**src/lss_pkg.sv**
```systemverilog
// package for the legacy system support block: port addresses, field positions, reset values
// assumes a cpu-side i/o bus with 16-bit addresses and 8-bit data
package lss_pkg;

	// ----------------------------------------------------------------
	// i/o port addresses
	// ----------------------------------------------------------------
	localparam logic [15:0] FEATURE_PORT_ADDR = 16'h0061;
	localparam logic [15:0] NMI_CLOCK_ADDR = 16'h0070;
	localparam logic [15:0] CFG_INDEX_ADDR = 16'h0022;
	localparam logic [15:0] CFG_DATA_ADDR = 16'h0023;
	localparam logic [15:0] SYS_CTRL_PORT_ADDR = 16'h0092;
	localparam logic [7:0] MISC1_INDEX = 8'h6f;

	// ----------------------------------------------------------------
	// feature control port fields
	// ----------------------------------------------------------------
	localparam int TIMER2_GATE_BIT = 0;
	localparam int SPEAKER_DATA_BIT = 1;
	localparam int PARITY_CHECK_EN_BIT = 2;
	localparam int IO_CHECK_EN_BIT = 3;
	localparam int TIMER2_OUT_STAT_BIT = 5;
	localparam int IO_CHECK_STAT_BIT = 6;
	localparam int PARITY_STAT_BIT = 7;

	// ----------------------------------------------------------------
	// nmi mask / clock index and a20 / fast reset fields
	// ----------------------------------------------------------------
	localparam int NMI_MASK_BIT = 7;
	localparam int FAST_RESET_BIT = 0;
	localparam int ADDR20_GATE_BIT = 1;

	// ----------------------------------------------------------------
	// reset values and timing
	// ----------------------------------------------------------------
	localparam logic [3:0] FEATURE_CTRL_RST = 4'h0;
	localparam logic [3:0] FEATURE_HI_RST = 4'h0;
	localparam logic NMI_MASK_RST = 1'b1;
	localparam logic [6:0] CLOCK_INDEX_RST = 7'h00;
	localparam logic [1:0] MISC1_CFG_RST = 2'h0;
	localparam int SYNC_STAGES = 2;
	localparam int SHUTDOWN_PULSE_CLKS = 16;
	localparam int FAST_PULSE_CLKS = 16;
	localparam logic [2:0] SHUTDOWN_CODE = 3'h5;

endpackage

```
**src/lss_rst_if.sv**
```systemverilog
// interface carrying synchronised reset requests to the cpu reset stretcher
// assumes one clock shared by both ends
interface lss_rst_if;
	logic trigger;
	logic cpu_reset;
	modport src (output trigger, input cpu_reset);
	modport gen (input trigger, output cpu_reset);
endinterface

```
**src/lss_cpu_reset_gen.sv**
```systemverilog
// cpu reset pulse stretcher: any trigger yields a pulse of at least PULSE_CLKS
// assumes trigger is synchronous to clk_i
module lss_cpu_reset_gen #(
	parameter int PULSE_CLKS = lss_pkg::SHUTDOWN_PULSE_CLKS
) (
	// clock and reset
	input wire logic clk_i,
	input wire logic rst_i,
	// request and pulse
	lss_rst_if.gen rq
);
	logic [7:0] cnt_reg, cnt_next;

	always_comb begin
		cnt_next = cnt_reg;
		if (rq.trigger) begin
			cnt_next = 8'(PULSE_CLKS);
		end else if (cnt_reg != 8'h00) begin
			cnt_next = cnt_reg - 8'h01;
		end
	end

	always_ff @(posedge clk_i) begin
		if (rst_i) begin
			cnt_reg <= 8'h00;
		end else begin
			cnt_reg <= cnt_next;
		end
	end

	// reset stays high while the counter runs: 16 clocks minimum after the trigger ends
	assign rq.cpu_reset = (cnt_reg != 8'h00);
endmodule

```
**src/lss_top.sv**
```systemverilog
// legacy system support: feature port, nmi mask, speaker, a20 gate, reset combining
// assumes a single-cycle i/o bus, shutdown status from the cpu, timer 2 and rtc outside
// Functional notes
// - feature control port decoded as 8-bit register at i/o 061h
// - low four bits are read/write nmi source and sound enables
// - high four bits: bit 4 is read/write, bits 7..5 read back parity, i/o check and timer 2 status
// - bit 7 at 070h masks every nmi regardless of source enables
// - nmi mask bit is write-only, active high (1 masks), resets to 1
// - bits 6..0 at 070h are write-only clock index bits
// - speaker fed from timer channel 2 output
// - timer 2 gate comes from the feature port gate bit
// - speaker also fed directly by the speaker data bit; the code ANDs that bit with the timer 2 output instead
// - address line 20 can be forced to zero
// - external gate high passes cpu address bit 20
// - external gate low and internal gate off drives line 20 low
// - internal a20 gate via configuration index 6fh and port 92h
// - power-good reset input is active low asynchronous
// - power-good low resets all but the misc1 and port 92h config bits
// - battery-loss reset low resets everything
// - both hardware resets are synchronised to the cpu clock
// - keyboard, fast and shutdown resets hit only the cpu
// - fast cpu reset via configuration index 6fh or port 92h
// - shutdown code triggers cpu reset of at least 16 clocks
module lss_top (
	// clock and reset
	input wire logic clk_i,
	input wire logic rst_i,
	// i/o bus from the cpu core
	input wire logic [15:0] io_addr_i,
	input wire logic io_wr_i,
	input wire logic io_rd_i,
	input wire logic [7:0] io_wdata_i,
	output logic [7:0] io_rdata_o,
	output logic io_rd_hit_o,
	// cpu status and address
	input wire logic [2:0] cpu_status_i,
	input wire logic cpu_status_valid_i,
	input wire logic cpu_addr20_i,
	output logic sys_addr20_o,
	output logic cpu_reset_o,
	// nmi sources
	input wire logic parity_err_i,
	input wire logic io_check_err_i,
	output logic nmi_o,
	// timer 2 and speaker
	input wire logic timer2_output,
	output logic timer2_gate_o,
	output logic speaker_o,
	// real-time clock side
	output logic [6:0] clock_index_o,
	output logic clock_index_wr_o,
	// keyboard controller and external resets
	input wire logic external_addr20_gate_input,
	input wire logic kbc_cpu_reset_n_i,
	input wire logic power_good_reset_in,
	input wire logic battery_loss_reset_in,
	// hardware reset seen by the rest of the chip
	output logic hw_reset_o,
	output logic full_reset_o
);
	// ----------------------------------------------------------------
	// reset synchronisers
	// ----------------------------------------------------------------
	logic [1:0] pg_sync_reg, pg_sync_next;
	logic [1:0] bl_sync_reg, bl_sync_next;
	logic hw_rst;
	logic full_rst;

	always_comb begin
		// low input is treated as asynchronous, so it is only sampled here
		pg_sync_next = {pg_sync_reg[0], power_good_reset_in};
		bl_sync_next = {bl_sync_reg[0], battery_loss_reset_in};
	end

	always_ff @(posedge clk_i) begin
		if (rst_i) begin
			pg_sync_reg <= 2'h0;
			bl_sync_reg <= 2'h0;
		end else begin
			pg_sync_reg <= pg_sync_next;
			bl_sync_reg <= bl_sync_next;
		end
	end

	assign full_rst = rst_i | ~bl_sync_reg[1];
	assign hw_rst = full_rst | ~pg_sync_reg[1];
	assign hw_reset_o = hw_rst;
	assign full_reset_o = full_rst;

	// ----------------------------------------------------------------
	// register state
	// ----------------------------------------------------------------
	logic [3:0] feat_ctrl_reg, feat_ctrl_next;
	logic [3:0] feat_hi_reg, feat_hi_next;
	logic nmi_mask_reg, nmi_mask_next;
	logic [6:0] clk_idx_reg, clk_idx_next;
	logic idx_wr_reg, idx_wr_next;
	logic [7:0] cfg_index_reg, cfg_index_next;
	// config bits survive power-good reset, only battery loss or rst_i clears them
	logic [1:0] misc1_reg, misc1_next;
	logic [1:0] port92_reg, port92_next;
	logic par_stat_reg, par_stat_next;
	logic ioc_stat_reg, ioc_stat_next;
	logic fast_pulse;

	function automatic logic hit(input logic [15:0] a, input logic [15:0] p);
		return a == p;
	endfunction

	always_comb begin
		feat_ctrl_next = feat_ctrl_reg;
		feat_hi_next = feat_hi_reg;
		nmi_mask_next = nmi_mask_reg;
		clk_idx_next = clk_idx_reg;
		idx_wr_next = 1'b0;
		cfg_index_next = cfg_index_reg;
		misc1_next = misc1_reg;
		port92_next = port92_reg;
		fast_pulse = 1'b0;
		if (io_wr_i) begin
			if (hit(io_addr_i, lss_pkg::FEATURE_PORT_ADDR)) begin
				feat_ctrl_next = io_wdata_i[3:0];
				feat_hi_next = io_wdata_i[7:4];
			end else if (hit(io_addr_i, lss_pkg::NMI_CLOCK_ADDR)) begin
				nmi_mask_next = io_wdata_i[lss_pkg::NMI_MASK_BIT];
				clk_idx_next = io_wdata_i[6:0];
				idx_wr_next = 1'b1;
			end else if (hit(io_addr_i, lss_pkg::CFG_INDEX_ADDR)) begin
				cfg_index_next = io_wdata_i;
			end else if (hit(io_addr_i, lss_pkg::CFG_DATA_ADDR)) begin
				if (cfg_index_reg == lss_pkg::MISC1_INDEX) begin
					misc1_next = io_wdata_i[1:0];
					fast_pulse = io_wdata_i[lss_pkg::FAST_RESET_BIT];
				end
			end else if (hit(io_addr_i, lss_pkg::SYS_CTRL_PORT_ADDR)) begin
				port92_next = io_wdata_i[1:0];
				// reset fires on the rising write of the fast reset bit
				fast_pulse = io_wdata_i[lss_pkg::FAST_RESET_BIT] &
					~port92_reg[lss_pkg::FAST_RESET_BIT];
			end
		end
		// error status latches; a new error wins over a disabling write
		par_stat_next = (par_stat_reg & feat_ctrl_next[lss_pkg::PARITY_CHECK_EN_BIT]) |
			(parity_err_i & feat_ctrl_reg[lss_pkg::PARITY_CHECK_EN_BIT]);
		ioc_stat_next = (ioc_stat_reg & feat_ctrl_next[lss_pkg::IO_CHECK_EN_BIT]) |
			(io_check_err_i & feat_ctrl_reg[lss_pkg::IO_CHECK_EN_BIT]);
	end

	always_ff @(posedge clk_i) begin
		if (hw_rst) begin
			feat_ctrl_reg <= lss_pkg::FEATURE_CTRL_RST;
			feat_hi_reg <= lss_pkg::FEATURE_HI_RST;
			nmi_mask_reg <= lss_pkg::NMI_MASK_RST;
			clk_idx_reg <= lss_pkg::CLOCK_INDEX_RST;
			idx_wr_reg <= 1'b0;
			cfg_index_reg <= 8'h00;
			par_stat_reg <= 1'b0;
			ioc_stat_reg <= 1'b0;
		end else begin
			feat_ctrl_reg <= feat_ctrl_next;
			feat_hi_reg <= feat_hi_next;
			nmi_mask_reg <= nmi_mask_next;
			clk_idx_reg <= clk_idx_next;
			idx_wr_reg <= idx_wr_next;
			cfg_index_reg <= cfg_index_next;
			par_stat_reg <= par_stat_next;
			ioc_stat_reg <= ioc_stat_next;
		end
	end

	always_ff @(posedge clk_i) begin
		if (full_rst) begin
			misc1_reg <= lss_pkg::MISC1_CFG_RST;
			port92_reg <= lss_pkg::MISC1_CFG_RST;
		end else begin
			misc1_reg <= misc1_next;
			port92_reg <= port92_next;
		end
	end

	// ----------------------------------------------------------------
	// read path
	// ----------------------------------------------------------------
	logic [7:0] rdata_reg, rdata_next;
	logic rd_hit_reg, rd_hit_next;

	always_comb begin
		rdata_next = 8'h00;
		rd_hit_next = 1'b0;
		if (io_rd_i) begin
			if (hit(io_addr_i, lss_pkg::FEATURE_PORT_ADDR)) begin
				rd_hit_next = 1'b1;
				rdata_next = {feat_hi_reg, feat_ctrl_reg};
				rdata_next[lss_pkg::PARITY_STAT_BIT] = par_stat_reg;
				rdata_next[lss_pkg::IO_CHECK_STAT_BIT] = ioc_stat_reg;
				rdata_next[lss_pkg::TIMER2_OUT_STAT_BIT] = timer2_output;
			end else if (hit(io_addr_i, lss_pkg::CFG_INDEX_ADDR)) begin
				rd_hit_next = 1'b1;
				rdata_next = cfg_index_reg;
			end else if (hit(io_addr_i, lss_pkg::CFG_DATA_ADDR)) begin
				rd_hit_next = (cfg_index_reg == lss_pkg::MISC1_INDEX);
				rdata_next = rd_hit_next ? {6'h00, misc1_reg} : 8'h00;
			end else if (hit(io_addr_i, lss_pkg::SYS_CTRL_PORT_ADDR)) begin
				rd_hit_next = 1'b1;
				rdata_next = {6'h00, port92_reg};
			end
			// 070h is write-only: not claimed, reads float to the bus default
		end
	end

	always_ff @(posedge clk_i) begin
		if (hw_rst) begin
			rdata_reg <= 8'h00;
			rd_hit_reg <= 1'b0;
		end else begin
			rdata_reg <= rdata_next;
			rd_hit_reg <= rd_hit_next;
		end
	end

	assign io_rdata_o = rdata_reg;
	assign io_rd_hit_o = rd_hit_reg;

	// ----------------------------------------------------------------
	// nmi, speaker, clock index outputs
	// ----------------------------------------------------------------
	assign nmi_o = ~nmi_mask_reg & (par_stat_reg | ioc_stat_reg);
	assign clock_index_o = clk_idx_reg;
	assign clock_index_wr_o = idx_wr_reg;
	assign timer2_gate_o = feat_ctrl_reg[lss_pkg::TIMER2_GATE_BIT];
	// both paths must agree; the data bit alone can still toggle a held-high timer
	assign speaker_o = timer2_output &
		feat_ctrl_reg[lss_pkg::SPEAKER_DATA_BIT];

	// ----------------------------------------------------------------
	// address line 20 gate
	// ----------------------------------------------------------------
	logic int_a20_gate;
	assign int_a20_gate = misc1_reg[lss_pkg::ADDR20_GATE_BIT] |
		port92_reg[lss_pkg::ADDR20_GATE_BIT];
	// combinational so the address path adds no cycle of latency
	assign sys_addr20_o = cpu_addr20_i &
		(external_addr20_gate_input | int_a20_gate);

	// ----------------------------------------------------------------
	// cpu-only reset sources
	// ----------------------------------------------------------------
	logic shutdown_seen;
	logic kbc_req;
	lss_rst_if rq ();

	assign shutdown_seen = cpu_status_valid_i &
		(cpu_status_i == lss_pkg::SHUTDOWN_CODE);
	assign kbc_req = ~kbc_cpu_reset_n_i;
	assign rq.trigger = shutdown_seen | kbc_req | fast_pulse;

	lss_cpu_reset_gen #(
		.PULSE_CLKS(lss_pkg::SHUTDOWN_PULSE_CLKS)
	) u_rst_gen (
		.clk_i(clk_i),
		.rst_i(hw_rst),
		.rq(rq.gen)
	);

	// hardware reset also holds the cpu; cpu-only sources never touch hw_rst
	assign cpu_reset_o = hw_rst | rq.cpu_reset;
endmodule

```
**config.mk**
```make
export PLATFORM = sky130hd
export DESIGN_NAME = lss_top
export DESIGN_NICKNAME = d
export VERILOG_FILES = /design/src/lss_pkg.sv /design/src/lss_rst_if.sv /design/src/lss_cpu_reset_gen.sv /design/src/lss_top.sv
export SDC_FILE = /design/constraint.sdc
export NUM_CORES = 1
export LEC_CHECK = 0
export BUFFER_PORTS_ARGS = -buffer_cell sky130_fd_sc_hd__buf_4
export CAP_MARGIN = 20
export CORE_MARGIN = 3
export CORE_UTILIZATION = 56
export DETAILED_ROUTE_END_ITERATION = 12
export PLACE_DENSITY = 0.94
export SLEW_MARGIN = 40
export SYNTH_ARGS = -nofsm -noshare
export SYNTH_HDL_FRONTEND = slang
export SYNTH_HIERARCHICAL = 1
export SYNTH_SLANG_ARGS = --single-unit
```
**constraint.sdc**
```tcl
create_clock -name clk_i -period 3.16 [get_ports clk_i]
set_input_delay 0.158 -clock clk_i [delete_from_list [all_inputs] [get_ports clk_i]]
set_output_delay 0.158 -clock clk_i [all_outputs]
set_load 0.1 [all_outputs]
```
==> impl_metrics.tcl <==
set metrics [dict create \
    area_growth_syn_to_layout_pct 26.7 \
    number_of_sinks_handled_by_clock_tree_synthesis 49 \
    clk_transition_reported_paths_ns 0.08 \
    power-per-cell-area_mw_per_mm2 402 \
    cells_traversed_along_the_worst_timing_path "or4bb_1 -> nor3_1 -> a2bb2oi_1 -> o211ai_1 -> nor2_1 -> o21ai_1 -> a21oi_1" \
    min_path_type "primary input to register" \
    groute.layer.met3.usage_pct 7.48 \
    pin_count_of_the_biggest_net_entering_global_routing 25 \
    drt-pass1-iter-count 5 \
    core-area_mm2 0.00383 \
    grt_most_used_layer "met2" \
    setup.worst_path.end_class "register" \
    power.ir.vdd_worst_uv 301 \
    grt_pass1_vias 2303 \
    worst_slew_pin_slew_ns 0.731 \
    grt_setup_unrepaired "false" \
    post_synth_fa_ha_maj_area_fraction_pct 1.08 \
    setup_slack_ns 0.900 \
    detail_route.wl_per_cell_um 16.8 \
    netlist_top_cells_area "sky130_fd_sc_hd__dfxtp_1 42%, sky130_fd_sc_hd__nand3_1 6.3%, sky130_fd_sc_hd__a21oi_1 6.1%, sky130_fd_sc_hd__o21ai_0 5.2%, sky130_fd_sc_hd__nor2_1 2.1%" \
    antenna_cells 0 \
    detail_route.drc_violations 0 \
    routed-via-count 2393 \
    postSynthAreaPerCell_um2 8.81 \
    yosysUniqueCellTypes 51 \
    synthCells 262 \
    critPathMaxStageDelay_ns 0.49 \
    synth.most_common_cell "sky130_fd_sc_hd__dfxtp_1" \
    detail_route.iter0.violations 182 \
    gpl_congestion 0.831 \
    max-cap-violations 0 \
    global_route.usage.met2_pct 42.4 \
    multiplexer_fraction_of_the_synthesized_cell_area_pct 1.30 \
    finalCritPeriodShare_pct 71.5 \
    floorplan.io_pins 64 \
    yosysTopAreaCellShare_pct 42.5 \
    die_y_um 70.2 \
    initial_util_pct 60.3 \
    rrSetupSlack_ns 0.90 \
    fmax_ghz 0.443 \
    fp.dieW_um 70.2 \
    worst_path_max_delay_cell "sky130_fd_sc_hd__nor3_1" \
    grt_pass1_wl_um 10400 \
    crit_arrival_ns 2.45 \
    floorplan.die_area_mm2 0.00493 \
    final_slew_viol_count 0 \
    synth_edf_count 0 \
    route.detailed.vias_per_inst 6.42 \
    detailedPlace.worstSlack_ns 0.756 \
    ctsRootBufferMaster "sky130_fd_sc_hd__clkbuf_8" \
    sum_neg_setup_slack_ns 0 \
    seq_area_frac_synth_pct 42.5 \
    final_setup_violating_endpoints 0 \
    timing.max_slew.rel_slack_pct 50.9 \
    clock_buffer_count_from_cts 5 \
    ys_seq_elements 49 \
    htreeDepth 2 \
    hold_buffers 0 \
    async_reset_ff_share_pct 0 \
    finalClockSkew_ns 0.00179 \
    synth_simple_gate_area_share_pct 30.4 \
    grt.total_usage_pct 25.8 \
    fin_crit_ns 2.26 \
    worst_skew_pair.late_latency_ns 0.30 \
    combinational_family_with_the_most_area_after_synthesis "simple AND/OR/NAND/NOR gates" \
    tritoncts "yes" \
    detail_route.wirelength_um 6270 \
    critical_path.startpoint_type "register" \
    number_of_antenna_violations_at_the_first_check_in_global_routing 0 \
    grt_remaining_overflow 0 \
    synth_compound_area_share_pct 20.8 \
    cts.repair_timing.setup_buffer_count 0 \
    yosys.area_share.xor_xnor_pct 0.759 \
    floorplan.rows 22 \
    post_cts_resize_count 0 \
    cp_data_required_time_ns 3.35 \
    path_max_fanout 6 \
    met1_track_utilization_from_global_routing_pct 31.1 \
    critical_path_class "register to register" \
    ys_top_cells_by_count "49 x sky130_fd_sc_hd__dfxtp_1, 29 x sky130_fd_sc_hd__nand3_1, 28 x sky130_fd_sc_hd__a21oi_1, 24 x sky130_fd_sc_hd__o21ai_0, 13 x sky130_fd_sc_hd__nor2_1" \
    max-clock-path-buffers 2 \
    synth_area_mm2 0.00231 \
    synth-main-ff-cell "sky130_fd_sc_hd__dfxtp_1" \
    detail-route-antenna-nets 0 \
    place.port_buffers 63 \
    drive_gt1_share_pct 26.5 \
    layout.nets 366 \
    timing.final.hold_violations 0 \
    count_of_warnings_emitted_by_yosys 6 \
    synth_fp_nets 304 \
    dp_hpwl_um 4560 \
    cell_taking_the_most_area_after_synthesis "sky130_fd_sc_hd__dfxtp_1" \
    outcome "completed" \
    static-leakage-power_nw 1.04 \
]
[stage by stage]
stage	hold WS, ns	total power [mW]	area [um2]	util [%]	instances
final	0.0375	1.18	2930	76.5	373
after detailed placement	0.363	0.727	2810	73.4	365
after floorplan	0.230	0.671	2310	-	262
after CTS	0.0318	1.18	2930	76.5	373
after global routing	0.0391	1.21	2930	76.5	373
after global placement	0.356	0.723	2810	73.4	365
[layout make-up]
cell class                 count  area [um2]
clock inverter                 1        30.0
fill                         278         901
multi-input combinational    197        1250
sequential                    49         981
clock buffer                   7        86.3
inverter                       5        18.8
timing repair buffer          66         495
tap                           48        60.1
[critical path, delay by kind of cell (launching register included)]
| family | cells | cell delay (ns) |
|---|---|---|
| AOI/OAI and AO/OA | 4 | 0.63 |
| DFF | 1 | 0.37 |
| and+or+nand+nor | 3 | 1.15 |
[per-layer routing]
metal | wire, um | up-vias
li1 | - | 1124
met1 | 2510 | 1114
met2 | 2980 | 132
met3 | 591 | 23
met4 | 191 | 0
met5 | 0 | -
[worst paths after layout]
check / from / cells past startpoint / to
worst max register to register: cfg_index_reg[5]$_SDFFE_PP0P_ / 7 / u_rst_gen/cnt_reg[3]$_SDFFE_PP0P_
worst max-delay path: cfg_index_reg[5]$_SDFFE_PP0P_ / 7 / u_rst_gen/cnt_reg[3]$_SDFFE_PP0P_
worst min-delay path: rst_i / 2 / bl_sync_reg[0]$_SDFF_PP0_
worst min register to register: pg_sync_reg[1]$_SDFF_PP0_ / 1 / nmi_mask_reg$_SDFFE_PP1P_
[cell usage in the layout (no fill, tap or decap), drive strengths merged, types with 2 or more instances in the layout]
master / instances
buf: 66
dfxtp: 49
o21ai: 30
nand3: 29
a21oi: 28
nor2: 13
nand2: 12
nor4: 8
nand4: 7
clkbuf: 7
a22oi: 6
or4: 6
nor3: 6
nor2b: 5
inv: 5
or4bb: 4
nor4b: 4
o211ai: 3
a31oi: 3
mux2i: 3
or4b: 3
xnor2: 2
o32ai: 2
a211oi: 2
a21boi: 2
ha: 2
a2111oi: 2
[logic make-up (layout without fill, tap and decap cells)]
group | count (synthesis) | in the layout
compound gates | 82 | 82
xor+xnor | 2 | 2
fa+ha+maj | 2 | 2
buf+inv | 16 | 79
flops | 49 | 49
mux | 3 | 3
simple gates | 108 | 108
[report_power, final]
part / internal, mW / switching [mW] / total [mW] / leakage (nW)
clock: 0.258 / 0.205 / 0.463 / 0.0585
combinational: 0.0451 / 0.0485 / 0.0936 / 0.585
sequential: 0.619 / 0.000807 / 0.620 / 0.395
No activity file was read; power rests on OpenSTA's default activity.
